**src/rtl/frs_pkg.sv**
```systemverilog
/*
  frs_pkg: constants, register map and carrier types for the fault
  response and sync supervision block.
  Assumes a 100 MHz clock and a 32-bit Avalon-MM register port.
*/
package frs_pkg;
  // clock
  localparam int CLK_MHZ = 100;
  localparam int CLK_NS  = 10;

  // timing figures as printed, then cycle counts
  localparam int SYNC_LOW_NS   = 500;
  localparam int SYNC_LOW_CYC  = SYNC_LOW_NS / CLK_NS;
  localparam int TB_PERIOD_US  = 10;
  localparam int TB_LOW_US     = 1;
  localparam int TB_PERIOD_CYC = TB_PERIOD_US * CLK_MHZ;
  localparam int TB_LOW_CYC    = TB_LOW_US * CLK_MHZ;
  localparam int MIN_ON_NS     = 45;
  localparam int MIN_ON_CYC    = (MIN_ON_NS + CLK_NS - 1) / CLK_NS;

  // sync frequency window: 250 kHz .. 1 MHz, as period in cycles
  localparam int SYNC_MIN_KHZ  = 250;
  localparam int SYNC_MAX_KHZ  = 1000;
  localparam int SYNC_MAX_PCYC = (CLK_MHZ * 1000) / SYNC_MIN_KHZ;
  localparam int SYNC_MIN_PCYC = (CLK_MHZ * 1000) / SYNC_MAX_KHZ;
  // lowest free-running loop frequency, used with CTRL_EXT_OSC set when external sync is not followed
  localparam int FREE_LOW_KHZ  = SYNC_MIN_KHZ;
  localparam int FREE_LOW_PCYC = (CLK_MHZ * 1000) / FREE_LOW_KHZ;
  // lock tolerance in cycles between consecutive sync periods
  localparam logic [11:0] LOCK_TOL = 12'h004;

  // temperature thresholds, whole degrees C
  localparam logic [7:0] TEMP_BLOCK_C   = 8'h82;
  localparam logic [7:0] TEMP_RELEASE_C = 8'h7D;
  localparam logic [7:0] TEMP_ADVISE_C  = 8'h55;

  // register byte addresses (word index times four)
  localparam logic [5:0] ADDR_CTRL    = 6'h00;
  localparam logic [5:0] ADDR_FCFG    = 6'h04;
  localparam logic [5:0] ADDR_RETRY   = 6'h08;
  localparam logic [5:0] ADDR_PWMCFG  = 6'h0C;
  localparam logic [5:0] ADDR_VSTAT   = 6'h10;
  localparam logic [5:0] ADDR_PADS    = 6'h14;
  localparam logic [5:0] ADDR_ALMASK  = 6'h18;
  localparam logic [5:0] ADDR_FSTAT   = 6'h1C;
  localparam logic [5:0] ADDR_PEAK    = 6'h20;
  localparam logic [5:0] ADDR_LOG     = 6'h24;
  localparam logic [5:0] ADDR_PERIOD  = 6'h28;
  localparam logic [5:0] ADDR_NVM     = 6'h2C;

  // field positions
  localparam int CTRL_LOG_EN   = 0;
  localparam int CTRL_SYNC_OE  = 1;
  localparam int CTRL_EXT_OSC  = 2;
  localparam int CTRL_RUN0     = 3;
  localparam int CTRL_RUN1     = 4;
  localparam int VSTAT_PLL     = 4;
  localparam int PADS_SYNC_CLK = 10;
  localparam int ALMASK_PLL    = 4;
  localparam int PHASE_W       = 3;

  // reset values
  localparam logic [31:0] CTRL_RST   = 32'h0000_0018;
  localparam logic [31:0] FCFG_RST   = 32'h0000_0000;
  localparam logic [15:0] RETRY_RST  = 16'h03E8;
  localparam logic [11:0] PERIOD_RST = 12'h0C8;

  // fault sources
  localparam int NSRC = 7;
  localparam int SRC_OV = 0;
  localparam int SRC_UV = 1;
  localparam int SRC_OC = 2;
  localparam int SRC_OT = 3;
  localparam int SRC_TM = 4;
  localparam int SRC_PK = 5;
  localparam int SRC_EX = 6;

  typedef enum logic [1:0] {
    RESP_IGNORE = 2'b00,
    RESP_LATCH  = 2'b01,
    RESP_RETRY  = 2'b10
  } frs_resp_t;

  typedef enum logic [1:0] {
    CH_OFF   = 2'b00,
    CH_RUN   = 2'b01,
    CH_LATCH = 2'b10,
    CH_WAIT  = 2'b11
  } frs_ch_state_t;

  // per-channel analog fault inputs
  typedef struct packed {
    logic ov;
    logic uv;
    logic oc;
    logic ot;
    logic tm;
    logic pk;
  } frs_flt_t;

  // per-channel gate command
  typedef struct packed {
    logic hs;
    logic ls;
  } frs_gate_t;
endpackage

```
**src/rtl/frs_channel.sv**
```systemverilog
/*
  frs_channel: fault response sequencer for one output channel.
  Assumes synchronised fault levels and register settings from the
  parent; all inputs are on clk.
*/
`timescale 1ns/10ps
`default_nettype none
module frs_channel
(
  // clock and reset
  input  wire logic                  clk,
  input  wire logic                  rst_n,
  // settings
  input  wire logic                  run,
  input  wire logic [13:0]           resp,
  input  wire logic [15:0]           retry_us,
  // fault levels
  input  wire logic [6:0]            fault,
  // pwm request from the loop
  input  wire logic                  pwm_req,
  input  wire logic [7:0]            on_cyc,
  // results
  output logic                       active,
  output logic                       trip,
  output frs_pkg::frs_gate_t         gate,
  output logic                       skip
);
  frs_pkg::frs_ch_state_t state;
  frs_pkg::frs_ch_state_t next_state;
  logic [6:0]  hit_latch;
  logic [6:0]  hit_retry;
  logic [22:0] wait_cnt;
  logic [22:0] wait_len;
  logic        any_latch;
  logic        any_retry;

  // decode the two-bit response code of each source
  genvar g;
  generate
    for (g = 0; g < 7; g++)
    begin : g_src
      assign hit_latch[g] = fault[g] && (resp[2*g+1:2*g] == frs_pkg::RESP_LATCH);
      assign hit_retry[g] = fault[g] && (resp[2*g+1:2*g] == frs_pkg::RESP_RETRY);
    end
  endgenerate

  assign any_latch = |hit_latch;
  assign any_retry = |hit_retry;
  assign wait_len  = 23'(retry_us) * 23'(frs_pkg::CLK_MHZ);
  assign trip      = (state == frs_pkg::CH_RUN) && (any_latch || any_retry);
  assign active    = (state == frs_pkg::CH_RUN);

  // latch-off outranks retry when both respond at once
  always_comb
  begin
    next_state = state;
    case (state)
      frs_pkg::CH_OFF:   if (run) next_state = frs_pkg::CH_RUN;
      frs_pkg::CH_RUN:
      begin
        if (!run)           next_state = frs_pkg::CH_OFF;
        else if (any_latch) next_state = frs_pkg::CH_LATCH;
        else if (any_retry) next_state = frs_pkg::CH_WAIT;
      end
      frs_pkg::CH_LATCH: if (!run) next_state = frs_pkg::CH_OFF;
      frs_pkg::CH_WAIT:
      begin
        if (!run)                      next_state = frs_pkg::CH_OFF;
        else if (wait_cnt >= wait_len) next_state = frs_pkg::CH_RUN;  // retries never run out
      end
      default:           next_state = frs_pkg::CH_OFF;
    endcase
  end

  always_ff @(posedge clk or negedge rst_n)
  begin
    if (!rst_n)
      state <= frs_pkg::CH_OFF;
    else
      state <= next_state;
  end

  // retry interval counter
  always_ff @(posedge clk or negedge rst_n)
  begin
    if (!rst_n)
      wait_cnt <= '0;
    else if (state == frs_pkg::CH_WAIT)
      wait_cnt <= wait_cnt + 23'h1;
    else
      wait_cnt <= '0;
  end

  // gate drive: overvoltage overrides everything, no software involved
  always_ff @(posedge clk or negedge rst_n)
  begin
    if (!rst_n)
    begin
      gate <= '0;
      skip <= 1'b0;
    end
    else
    begin
      skip <= pwm_req && (on_cyc < 8'(frs_pkg::MIN_ON_CYC));
      if (fault[frs_pkg::SRC_OV])
        gate <= '{hs: 1'b0, ls: 1'b1};
      else if (state != frs_pkg::CH_RUN)
        gate <= '0;   // three-state: both off
      else if (pwm_req && on_cyc >= 8'(frs_pkg::MIN_ON_CYC))
        gate <= '{hs: 1'b1, ls: 1'b0};
      else
        gate <= '{hs: 1'b0, ls: 1'b1};   // skipped cycle keeps low side on
    end
  end
endmodule
`default_nettype wire

```
**src/rtl/frs_top.sv**
```systemverilog
/*
  frs_top: fault response, fault log, memory temperature lockout and
  sync phase-lock supervision for a dual-channel regulator controller.
  Assumes a 100 MHz clk, an Avalon-MM master on the register port, and
  external pull-ups on the open-drain pins it drives.
*/
// Added by the designer: the register offsets and the Avalon-MM interface to the registers.
`timescale 1ns/10ps
`default_nettype none
module frs_top
(
  // clock and reset
  input  wire logic                  clk,
  input  wire logic                  rst_n,
  // avalon-mm register slave
  input  wire logic [5:0]            avs_address,
  input  wire logic                  avs_read,
  input  wire logic                  avs_write,
  input  wire logic [31:0]           avs_writedata,
  input  wire logic [3:0]            avs_byteenable,
  output logic [31:0]                avs_readdata,
  output logic                       avs_waitrequest,
  // analog comparator levels, per channel
  input  wire frs_pkg::frs_flt_t     flt0,
  input  wire frs_pkg::frs_flt_t     flt1,
  input  wire logic                  vin_ok,
  input  wire logic [7:0]            die_temp,
  input  wire logic [11:0]           peak_meas,
  // pwm loop requests
  input  wire logic                  pwm_req0,
  input  wire logic                  pwm_req1,
  input  wire logic [7:0]            on_cyc0,
  input  wire logic [7:0]            on_cyc1,
  // memory access requests
  input  wire logic                  nvm_req,
  input  wire logic                  nvm_restore,
  output logic                       nvm_grant,
  // open-drain fault pins
  input  wire logic [1:0]            fault_signal_pin_n_in,
  output logic [1:0]                 fault_signal_pin_n_oe,
  // open-drain sync line
  input  wire logic                  sync_in,
  output logic                       sync_oe,
  // open-drain timebase line
  output logic                       timebase_oe,
  // open-drain alert line
  output logic                       alert_oe,
  // gate drive
  output frs_pkg::frs_gate_t         gate0,
  output frs_pkg::frs_gate_t         gate1,
  output logic                       skip0,
  output logic                       skip1,
  // phase-aligned channel clock ticks
  output logic                       ch_tick0,
  output logic                       ch_tick1
);
  // registers
  logic [31:0] ctrl;
  logic [31:0] fcfg;
  logic [15:0] retry;
  logic [2:0]  phase;
  logic [31:0] alert_mask;
  logic [11:0] nominal_period;
  logic        pll_lost;
  logic [11:0] peak;
  logic [15:0] log_rec;
  logic        log_valid;
  logic        nvm_block;
  logic        rd_hold;
  logic        sync_arm;
  // synchronisers
  logic [1:0]  fpin_s1;
  logic [1:0]  fpin_s2;
  logic        sync_s1;
  logic        sync_s2;
  logic        sync_d;
  logic        vin_s1;
  logic        vin_s2;
  // pll
  logic [11:0] sync_cnt;
  logic [11:0] sync_per;
  logic        sync_seen;
  logic        locked;
  logic [11:0] osc_cnt;
  logic [11:0] osc_per;
  logic [11:0] tb_cnt;
  // channels
  logic        act0;
  logic        act1;
  logic        trip0;
  logic        trip1;
  logic        trip_d;
  logic [6:0]  fv0;
  logic [6:0]  fv1;

  // bus decode
  wire         wr_ctrl   = avs_write && avs_address == frs_pkg::ADDR_CTRL;
  wire         wr_fcfg   = avs_write && avs_address == frs_pkg::ADDR_FCFG;
  wire         wr_retry  = avs_write && avs_address == frs_pkg::ADDR_RETRY;
  wire         wr_pwm    = avs_write && avs_address == frs_pkg::ADDR_PWMCFG;
  wire         wr_vstat  = avs_write && avs_address == frs_pkg::ADDR_VSTAT;
  wire         wr_mask   = avs_write && avs_address == frs_pkg::ADDR_ALMASK;
  wire         wr_period = avs_write && avs_address == frs_pkg::ADDR_PERIOD;
  wire [31:0]  be_mask   = {{8{avs_byteenable[3]}}, {8{avs_byteenable[2]}},
                            {8{avs_byteenable[1]}}, {8{avs_byteenable[0]}}};

  function automatic logic [31:0] merge(input logic [31:0] old, input logic [31:0] wd, input logic [31:0] m);
    merge = (old & ~m) | (wd & m);
  endfunction

  // reads stall one cycle so the registered data stands when waitrequest drops
  assign avs_waitrequest = avs_read && !rd_hold;

  // pin synchronisers: first stage only feeds second
  always_ff @(posedge clk or negedge rst_n)
  begin
    if (!rst_n)
    begin
      fpin_s1 <= 2'b11;
      fpin_s2 <= 2'b11;
      sync_s1 <= 1'b1;
      sync_s2 <= 1'b1;
      sync_d  <= 1'b1;
      vin_s1  <= 1'b0;
      vin_s2  <= 1'b0;
    end
    else
    begin
      fpin_s1 <= fault_signal_pin_n_in;
      fpin_s2 <= fpin_s1;
      sync_s1 <= sync_in;
      sync_s2 <= sync_s1;
      sync_d  <= sync_s2;
      vin_s1  <= vin_ok;
      vin_s2  <= vin_s1;
    end
  end

  // fault vectors: analog sources plus external low on the pin
  assign fv0 = {~fpin_s2[0], flt0.pk, flt0.tm, flt0.ot, flt0.oc, flt0.uv, flt0.ov};
  assign fv1 = {~fpin_s2[1], flt1.pk, flt1.tm, flt1.ot, flt1.oc, flt1.uv, flt1.ov};

  // fault pin pulls low when any selected source of its channel is active
  // (fcfg[28:16] selects channel 0 bits 21:16, channel 1 bits 28:23)
  assign fault_signal_pin_n_oe[0] = |(fv0[5:0] & fcfg[21:16]);
  assign fault_signal_pin_n_oe[1] = |(fv1[5:0] & fcfg[28:23]);

  frs_channel u_ch0
  (
    .clk      (clk),
    .rst_n    (rst_n),
    .run      (ctrl[frs_pkg::CTRL_RUN0] && vin_s2),
    .resp     (fcfg[13:0]),
    .retry_us (retry),
    .fault    (fv0),
    .pwm_req  (pwm_req0),
    .on_cyc   (on_cyc0),
    .active   (act0),
    .trip     (trip0),
    .gate     (gate0),
    .skip     (skip0)
  );

  frs_channel u_ch1
  (
    .clk      (clk),
    .rst_n    (rst_n),
    .run      (ctrl[frs_pkg::CTRL_RUN1] && vin_s2),
    .resp     (fcfg[13:0]),
    .retry_us (retry),
    .fault    (fv1),
    .pwm_req  (pwm_req1),
    .on_cyc   (on_cyc1),
    .active   (act1),
    .trip     (trip1),
    .gate     (gate1),
    .skip     (skip1)
  );

  // sync period measurement on the falling edge only; rising edges
  // cannot retune, so no harmonic lock; a glitch's falling edge in between still restarts the count
  wire sync_fall = sync_d && !sync_s2;
  wire in_range  = sync_cnt >= 12'(frs_pkg::SYNC_MIN_PCYC) && sync_cnt <= 12'(frs_pkg::SYNC_MAX_PCYC);
  wire per_close = (sync_cnt > sync_per ? sync_cnt - sync_per : sync_per - sync_cnt) <= frs_pkg::LOCK_TOL;

  always_ff @(posedge clk or negedge rst_n)
  begin
    if (!rst_n)
    begin
      sync_cnt  <= '0;
      sync_per  <= '0;
      sync_seen <= 1'b0;
      locked    <= 1'b0;
    end
    else if (sync_fall)
    begin
      sync_cnt  <= 12'h001;
      sync_per  <= sync_cnt;
      sync_seen <= in_range;
      locked    <= in_range && per_close;
    end
    else if (sync_cnt > 12'(frs_pkg::SYNC_MAX_PCYC))
    begin
      sync_seen <= 1'b0;   // clock missing
      locked    <= 1'b0;
    end
    else
      sync_cnt <= sync_cnt + 12'h001;
  end

  // period: followed sync, else nominal or lowest free rate; our own drive never follows itself
  assign osc_per = (sync_seen && !ctrl[frs_pkg::CTRL_SYNC_OE]) ? sync_per :
                   ctrl[frs_pkg::CTRL_EXT_OSC] ? 12'(frs_pkg::FREE_LOW_PCYC) :
                   nominal_period;

  // oscillator restarts on each followed sync fall to hold a fixed phase
  always_ff @(posedge clk or negedge rst_n)
  begin
    if (!rst_n)
      osc_cnt <= '0;
    else if ((sync_fall && sync_seen && !ctrl[frs_pkg::CTRL_SYNC_OE]) || osc_cnt >= osc_per - 12'h001)
      osc_cnt <= '0;
    else
      osc_cnt <= osc_cnt + 12'h001;
  end

  // phase ticks in eighths of a period; ch1 lags by half
  wire [14:0] ph0 = 15'(osc_per) * 15'(phase) >> 3;
  wire [14:0] ph1 = 15'(osc_per) * 15'(3'(phase + 3'h4)) >> 3;
  assign ch_tick0 = 15'(osc_cnt) == ph0;
  assign ch_tick1 = 15'(osc_cnt) == ph1;
  // sync output and timebase; input undervoltage holds timebase low
  assign sync_oe = sync_arm && osc_cnt < 12'(frs_pkg::SYNC_LOW_CYC);

  always_ff @(posedge clk or negedge rst_n)
  begin
    if (!rst_n)
      tb_cnt <= '0;
    else if (tb_cnt == 12'(frs_pkg::TB_PERIOD_CYC - 1))
      tb_cnt <= '0;
    else
      tb_cnt <= tb_cnt + 12'h001;
  end
  assign timebase_oe = !vin_s2 || tb_cnt < 12'(frs_pkg::TB_LOW_CYC);

  // lock-loss flag: set wins over the write-one clear, stays sticky
  wire lock_drop = locked && !in_range && sync_cnt > 12'(frs_pkg::SYNC_MAX_PCYC) ||
                   locked && sync_fall && !(in_range && per_close);
  always_ff @(posedge clk or negedge rst_n)
  begin
    if (!rst_n)
      pll_lost <= 1'b0;
    else if (lock_drop && (act0 || act1))
      pll_lost <= 1'b1;
    else if (wr_vstat && avs_byteenable[0] && avs_writedata[frs_pkg::VSTAT_PLL])
      pll_lost <= 1'b0;
  end
  assign alert_oe = pll_lost && !alert_mask[frs_pkg::ALMASK_PLL];

  // memory lockout with hysteresis; restore is always let through
  always_ff @(posedge clk or negedge rst_n)
  begin
    if (!rst_n)
      nvm_block <= 1'b0;
    else if (die_temp > frs_pkg::TEMP_BLOCK_C)
      nvm_block <= 1'b1;
    else if (die_temp < frs_pkg::TEMP_RELEASE_C)
      nvm_block <= 1'b0;
  end
  assign nvm_grant = nvm_req && (nvm_restore || !nvm_block);

  // peak tracking and fault log record on a shutdown trip
  always_ff @(posedge clk or negedge rst_n)
  begin
    if (!rst_n)
    begin
      peak      <= '0;
      log_rec   <= '0;
      log_valid <= 1'b0;
      trip_d    <= 1'b0;
    end
    else
    begin
      trip_d <= trip0 || trip1;
      if (peak_meas > peak)
        peak <= peak_meas;
      if (ctrl[frs_pkg::CTRL_LOG_EN] && (trip0 || trip1) && !trip_d)
      begin
        log_rec   <= {fv1, fv0, trip1, trip0};
        log_valid <= 1'b1;
      end
    end
  end

  // register writes, read stall and sync drive arming at a period start
  always_ff @(posedge clk or negedge rst_n)
  begin
    if (!rst_n)
    begin
      ctrl           <= frs_pkg::CTRL_RST;
      fcfg           <= frs_pkg::FCFG_RST;
      retry          <= frs_pkg::RETRY_RST;
      phase          <= '0;
      alert_mask     <= '0;
      nominal_period <= frs_pkg::PERIOD_RST;
      rd_hold        <= 1'b0;
      sync_arm       <= 1'b0;
    end
    else
    begin
      rd_hold <= avs_read && !rd_hold;
      if (osc_cnt >= osc_per - 12'h001) sync_arm <= ctrl[frs_pkg::CTRL_SYNC_OE];   // whole pulses only
      if (wr_ctrl)   ctrl  <= merge(ctrl, avs_writedata, be_mask);
      if (wr_fcfg)   fcfg  <= merge(fcfg, avs_writedata, be_mask);
      if (wr_retry)  retry <= 16'(merge({16'h0, retry}, avs_writedata, be_mask));
      if (wr_pwm && avs_byteenable[0]) phase <= avs_writedata[frs_pkg::PHASE_W-1:0];
      if (wr_mask)   alert_mask <= merge(alert_mask, avs_writedata, be_mask);
      if (wr_period) nominal_period <= 12'(merge({20'h0, nominal_period}, avs_writedata, be_mask));
    end
  end

  // read mux, registered data; unmapped reads return zero
  always_ff @(posedge clk or negedge rst_n)
  begin
    if (!rst_n)
      avs_readdata <= '0;
    else if (avs_read)
      case (avs_address)
        frs_pkg::ADDR_CTRL:   avs_readdata <= ctrl;
        frs_pkg::ADDR_FCFG:   avs_readdata <= fcfg;
        frs_pkg::ADDR_RETRY:  avs_readdata <= {16'h0, retry};
        frs_pkg::ADDR_PWMCFG: avs_readdata <= {29'h0, phase};
        frs_pkg::ADDR_VSTAT:  avs_readdata <= 32'(pll_lost) << frs_pkg::VSTAT_PLL;
        frs_pkg::ADDR_PADS:   avs_readdata <= 32'(sync_seen) << frs_pkg::PADS_SYNC_CLK;
        frs_pkg::ADDR_ALMASK: avs_readdata <= alert_mask;
        frs_pkg::ADDR_FSTAT:  avs_readdata <= {22'h0, nvm_block, locked, act1, act0, fpin_s2, 2'b00, trip1, trip0};
        frs_pkg::ADDR_PEAK:   avs_readdata <= {20'h0, peak};
        frs_pkg::ADDR_LOG:    avs_readdata <= {15'h0, log_valid, log_rec};
        frs_pkg::ADDR_PERIOD: avs_readdata <= {20'h0, nominal_period};
        frs_pkg::ADDR_NVM:    avs_readdata <= {23'h0, nvm_block, die_temp};
        default:              avs_readdata <= '0;
      endcase
  end
endmodule
`default_nettype wire

```
**config.mk**
```make
export PLATFORM = sky130hd
export DESIGN_NAME = frs_top
export DESIGN_NICKNAME = d
export VERILOG_FILES = /design/src/rtl/frs_pkg.sv /design/src/rtl/frs_channel.sv /design/src/rtl/frs_top.sv
export SDC_FILE = /design/constraint.sdc
export NUM_CORES = 1
export LEC_CHECK = 0
export BUFFER_PORTS_ARGS = -buffer_cell sky130_fd_sc_hd__buf_2
export CAP_MARGIN = 20
export CORE_MARGIN = 10
export CORE_UTILIZATION = 40
export CTS_BUF_LIST = sky130_fd_sc_hd__clkbuf_8 sky130_fd_sc_hd__clkbuf_16
export DETAILED_ROUTE_END_ITERATION = 8
export SETUP_SLACK_MARGIN = 0.15
export SLEW_MARGIN = 10
export SYNTH_ARGS = -nofsm -noshare
export SYNTH_HDL_FRONTEND = slang
export SYNTH_SLANG_ARGS = --single-unit
export TNS_END_PERCENT = 20
```
**constraint.sdc**
```tcl
create_clock -name clk -period 6.5 [get_ports clk]
set_input_delay 0.325 -clock clk [delete_from_list [all_inputs] [get_ports clk]]
set_output_delay 0.325 -clock clk [all_outputs]
set_load 0.02 [all_outputs]
```
Word-level counts from Yosys, hierarchy flattened

Cells that the tools add are included.

Add/sub/neg operators: 9
Multiply operators: 3
Order comparisons: 17
Equality and inequality tests: 45
Mux-type cells: 39
Bitwise logic cells: 16
Reductions and logical operators: 94

Operators with widths:

| cell                                                              | count |
|---|---|
| one-hot mux 32 bit (12 select lines)                              | 1 |
| bitwise AND 32 bit                                                | 4 |
| bitwise OR 32 bit                                                 | 3 |
| 2-to-1 mux 12 bit                                                 | 7 |
| logical AND 1 bit                                                 | 63 |
| adder 23 x 1 -> 23 bit, second input constant                     | 2 |
| greater-or-equal comparator 23 bit                                | 2 |
| 2-to-1 mux 23 bit                                                 | 2 |
| 2-to-1 mux 2 bit                                                  | 20 |
| adder 12 x 1 -> 12 bit, second input constant                     | 3 |
| NOT 32 bit                                                        | 1 |
| multiplier 12 x 3 -> 15 bit                                       | 2 |
| OR reduction 7 bit                                                | 4 |
| equality test 12 bit                                              | 2 |
| equality test 6 x 5 -> 1 bit, second input constant               | 4 |
| equality test 6 bit, second input constant                        | 4 |
| greater-than comparator 12 bit                                    | 2 |
| subtractor 12 bit                                                 | 2 |
| equality test 2 bit, second input constant                        | 11 |
| multiplier 16 x 5 -> 21 bit, second input constant                | 1 |
| equality test 2 x 1 -> 1 bit, second input constant               | 9 |
| bitwise AND 16 bit                                                | 1 |
| greater-or-equal comparator 8 x 3 -> 1 bit, second input constant | 2 |
| less-than comparator 8 x 3 -> 1 bit, second input constant        | 2 |
| other kinds (32)                                                  | 69 |

Register bits after elaboration: 308
Input port bits: 102

Logic depth before layout (Yosys ltp)

Word-level depth: 9
Gate-level depth with buffers: 23
Gate-level depth less buffers: 23

Hierarchy

From an unflattened synthesis, not the netlist that was laid out.

Cell total of the unflattened synthesis: 2170
Area, all modules: 21610.7 um^2

By module, submodules not included:

| module               | instances | cells an instance | area an instance (um^2) | seq. area each (um^2) |
|---|---|---|---|---|
| frs_top              | 1         | 1404              | 14716.6                 | 6328.6 |
| frs_channel at u_ch1 | 1         | 383               | 3449.6                  | 700.7 |
| frs_channel at u_ch0 | 1         | 383               | 3444.6                  | 700.7 |

Worst setup path before layout

No wires, ideal clock.

Path kind: register -> output
From: register sync_seen
To: output port ch_tick1
Data arrival time: 4.614 ns
Required time: 6.175 ns
Slack: 1.561 ns
Cell stages (with the launch flop): 20
Path buffers: 2
Path through: dfrtp_1 nor2b_4 buf_12 clkbuf_1 a21oi_1 nand2b_1 inv_1 fa_1 nand2_1 nor4b_4 fa_1 a21oi_1 o2111ai_1 a21o_1 a21o_1 a311o_1 a21o_1 a21oi_1 xnor2_1 nor4_2

Word-level cells in the longest chain between the ends: 4

Ends and longest elaborated chain:

| what                        | line           | text |
|---|---|---|
| start: declaration          | frs_top.sv:82  | `logic sync_seen;` |
| start signal: assignment    | frs_top.sv:199 | `sync_seen <= in_range;` |
| logical AND 1 bit           | frs_top.sv:212 | `assign osc_per = (sync_seen && !ctrl[frs_pkg::CTRL_SYNC_OE]) ? sync_per :` |
| 2-to-1 mux 12 bit           | frs_top.sv:212 |  |
| multiplier 12 x 3 -> 15 bit | frs_top.sv:229 | `wire [14:0] ph1 = 15'(osc_per) * 15'(3'(phase + 3'h4)) >> 3;` |
| equality test 12 bit        | frs_top.sv:231 | `assign ch_tick1 = 15'(osc_cnt) == ph1;` |
| end: declaration            | frs_top.sv:55  | `output logic ch_tick1` |

No other way between the ends.

==> impl_results.md <==
- Combined area of all synthesized cells: 0.01968 sq mm
- Endpoint of the worst register-to-register path: u_ch1.state[1]$_DFFE_PN0P_
- Max-cap check violation count: 0
- Leak: 10.96 nW
- Cell type with the largest total area after synthesis: dfrtp_1
- Gates resized, CTS repair: 0
- H-Tree Depth: 2
- Number of flops mapped to enable cells by yosys: 0
- Final Slew Violations: 0
- Sequential-to-total area share from yosys stat: 39.27%
- Final global-route overflow total: 0
- Post-synthesis async set-or-reset flop share: 100.0%
- Area of the core region: 0.04875 sq mm
- Number of warnings printed during yosys synthesis: 0
- Total power: 6.083 mW
- Critical path destination: ch_tick1
- WP data arrival: 5550 ps
- Syn Inst Count: 1945
- Post-Syn Nets: 2251
- Slew at the pin with the worst max-slew slack: 1011 ps
- Final worst path period need: 5877 ps
- Detailed placer's ending HPWL: 41400 um
- CTS clock-pin slew for the worst setup and hold paths: 60 ps
- Per-cell via count in the routed design: 5.537
- Internal Dissipation: 4.145 mW
- Final setup vio count: 0
- Boundary Pins: 149
- Global placement routability congestion: 0.8878
- Startpoint Class: flop
- Final number of hold-violating endpoints: 0
- Main flop type after synthesis: dfrtp_1
- Flops & latches, synth: 308
- Top-area cell type share of the netlist area: 36.87%
- Worst reg-to-reg path cell count: 21
- Cell types with the largest area share after synthesis: dfrtp_1 37%, ha_1 11%, mux2_2 8.2%
- Starting density of the core: 40.38%
- M1 wire length: 24500 um
- Routed met3 length: 3579 um
- Maximum frequency from static timing analysis: 0.1701 GHz
- Total clock buffers created by CTS: 37
- Combined area of the multi-input logic cells: 0.01118 sq mm
- Setup fix buffers added after clock tree synthesis: 0
- Layout fillers: 4561
- Worst min-delay path category: input port to flop
- Total clock sinks: 308
- Setup Crit Path Kind: flop to output pin
- Register-to-register path setup slack: 1320 ps
- Cell area power density: 266.4 mW/mm^2
- Worst Skew: 30.38 ps
- Worst skew pair latency: 580 ps
- Die Height: 241.8 um
- IR drop worst, VDD: 0.0002051 V
- Post-synthesis cell type count: 75
- RSZ-0062 raised after global routing: false
- Total routed wirelength: 55890 um
- Global Route Usage Sum: 18.79%
- Drt first pass iters: 6
- DIE AREA: 0.05848 sq mm
- Highest routed layer: met5
- Highest net fanout along the worst path: 20
- Crit path required time: 6170 ps
- Maximum clock insertion buffer count: 3
- Rows: 81
- Seq pwr share: 37.1%
- Switching part of the total: 31.86%
- Final critical-path share of the clock period: 90.42%
- Initial antenna violation count: 15
- Via count of the routed design: 15550
- Initial detailed-routing violation count: 1154
- Comb power frac: 25.4%
- Top library cells by usage in the layout, fill and taps aside: 290 x dfrtp_1, 171 x ha_1, 147 x buf_2
- Category of the worst setup path capture point: output pin
- Port buffer count: 148
- Hold path cells: 2
- Pin count of the biggest net entering global routing: 145
- Area taken by flip-flops and latches: 0.007730 sq mm
- Post-detailed-route wirelength per cell: 19.90 um
- First-pass GRT wire length: 89180 um
- Clock Root Buffer: clkbuf_16
- Share of final-layout standard cells stronger than drive strength 1: 18.98%
- Clock tree from TritonCTS: built
- Clock network power share: 37.4%
- Worst slew margin: 32.38%
- # nets final: 2416
- Die outline width: 241.8 um
- Outcome: finished, final reports clean
- Sw power: 1.938 mW
- Routed met2 length: 26120 um
- Most common cell after layout, fill and taps aside: dfrtp_1
- Mapped Avg Cell Area: 10.12 sq um
- Residual DRC count: 0
- Total negative slack for setup checks: 0 ps
- Via count of the first global-routing pass: 15850
- Signed area change from the synthesized netlist to the final layout: 16.01%
- Antenna Nets Post-Route: 0
-- synth_stat cells (all sizes together), types with 31 or more instances --
cell type / n
a21oi: 79
dfrtp: 290
xor2: 52
clkbuf: 64
nor3: 37
xnor2: 75
inv: 137
fa: 33
ha: 171
nand2: 98
mux2: 144
a21o: 39
o21ai: 84
a222oi: 35
nand3: 68
nor2: 145
nor2b: 57
and3: 31
-- layer usage --
| metal | up-vias | global-route usage, % |
|---|---|---|
| met4 | 20 | 5.345 |
| li1 | 7318 | - |
| met5 | - | 0 |
| met1 | 7663 | 24.32 |
| met2 | 432 | 30.83 |
| met3 | 114 | 4.387 |
-- what timing repair did --
item / in CTS / in global routing
hold endpoints to repair: 144 / 0
setup endpoints to repair: 0 / 0
hold buffers: 33 / 0
-- power by group through the flow --
| stage | Combinational [mW] | Clock (mW) | Sequential, mW |
|---|---|---|---|
| floorplan | 1.16 | 0 | 2.20 |
| global placement | 1.48 | 0 | 2.29 |
| detailed placement | 1.52 | 0 | 2.29 |
| CTS | 1.55 | 2.33 | 2.26 |
| global route | 1.75 | 2.41 | 2.28 |
| finish | 1.55 | 2.28 | 2.26 |
-- critical path, cell delays in order, from the launching register on --
cell and delay (ps):
dfrtp_1 420, nor2b_4 450, mux2i_2 560, nand2b_1 220, inv_1 80, fa_1 470, nand2_1 120, nor4b_4 70
fa_1 420, a21oi_1 200, o2111ai_1 210, a21o_1 220, a21o_1 200, a311o_1 390, a21o_1 190, a21oi_1 180
xnor2_1 110, nor4_2 290, buf_2 210
-- area by class of cell --
cell class                 count  share of cell area [%]
tap                          664                   3.638
clock inverter                22                   1.321
timing repair buffer         197                   5.315
multi-input combinational   1429                   48.97
clock buffer                  46                   4.597
inverter                     137                   2.252
antenna                        5                 0.05479
sequential                   308                   33.85
-- cell families after synthesis --
group | after synthesis | synth area share [%]
multiplexers | 154 | 8.829
XOR/XNOR | 127 | 5.651
flip-flops | 308 | 39.27
buffers and inverters | 208 | 4.062
AO/OA/AOI/OAI | 396 | 13.68
adder cells (fa/ha/maj) | 208 | 14.43
AND/OR/NAND/NOR | 544 | 14.08
-- how the worst min path moves through the flow --
stage	slack, ps	startpoint	endpoint
3_3_place_gp	340	vin_s1$_DFF_PN0_	vin_s2$_DFF_PN0_
4_1_cts	2	die_temp[7]	nvm_block$_DFFE_PN0P_
5_1_grt	10	pwm_req1	u_ch1.skip$_DFF_PN0_
2_1_floorplan	30	rst_n	asynchronous set/reset pin
3_5_place_dp	340	vin_s1$_DFF_PN0_	vin_s2$_DFF_PN0_
6_report	30	avs_writedata[27]	flop
-- stage by stage --
step | util (%) | std cells | worst slack, ps | hold slack [ps] | instance area [sq um]
6_report | 46.84 | 2808 | 622.6 | 25.07 | 22830
2_1_floorplan | - | 1945 | 1561 | 29.41 | 19680
3_3_place_gp | 43.34 | 2700 | 1242 | 336.6 | 21130
3_5_place_dp | 43.35 | 2701 | 1197 | 340.3 | 21130
4_1_cts | 46.80 | 2802 | 554.4 | 1.692 | 22810
5_1_grt | 46.83 | 2805 | 213.4 | 14.28 | 22830
Note: power is estimated with default switching activity, not from simulation.
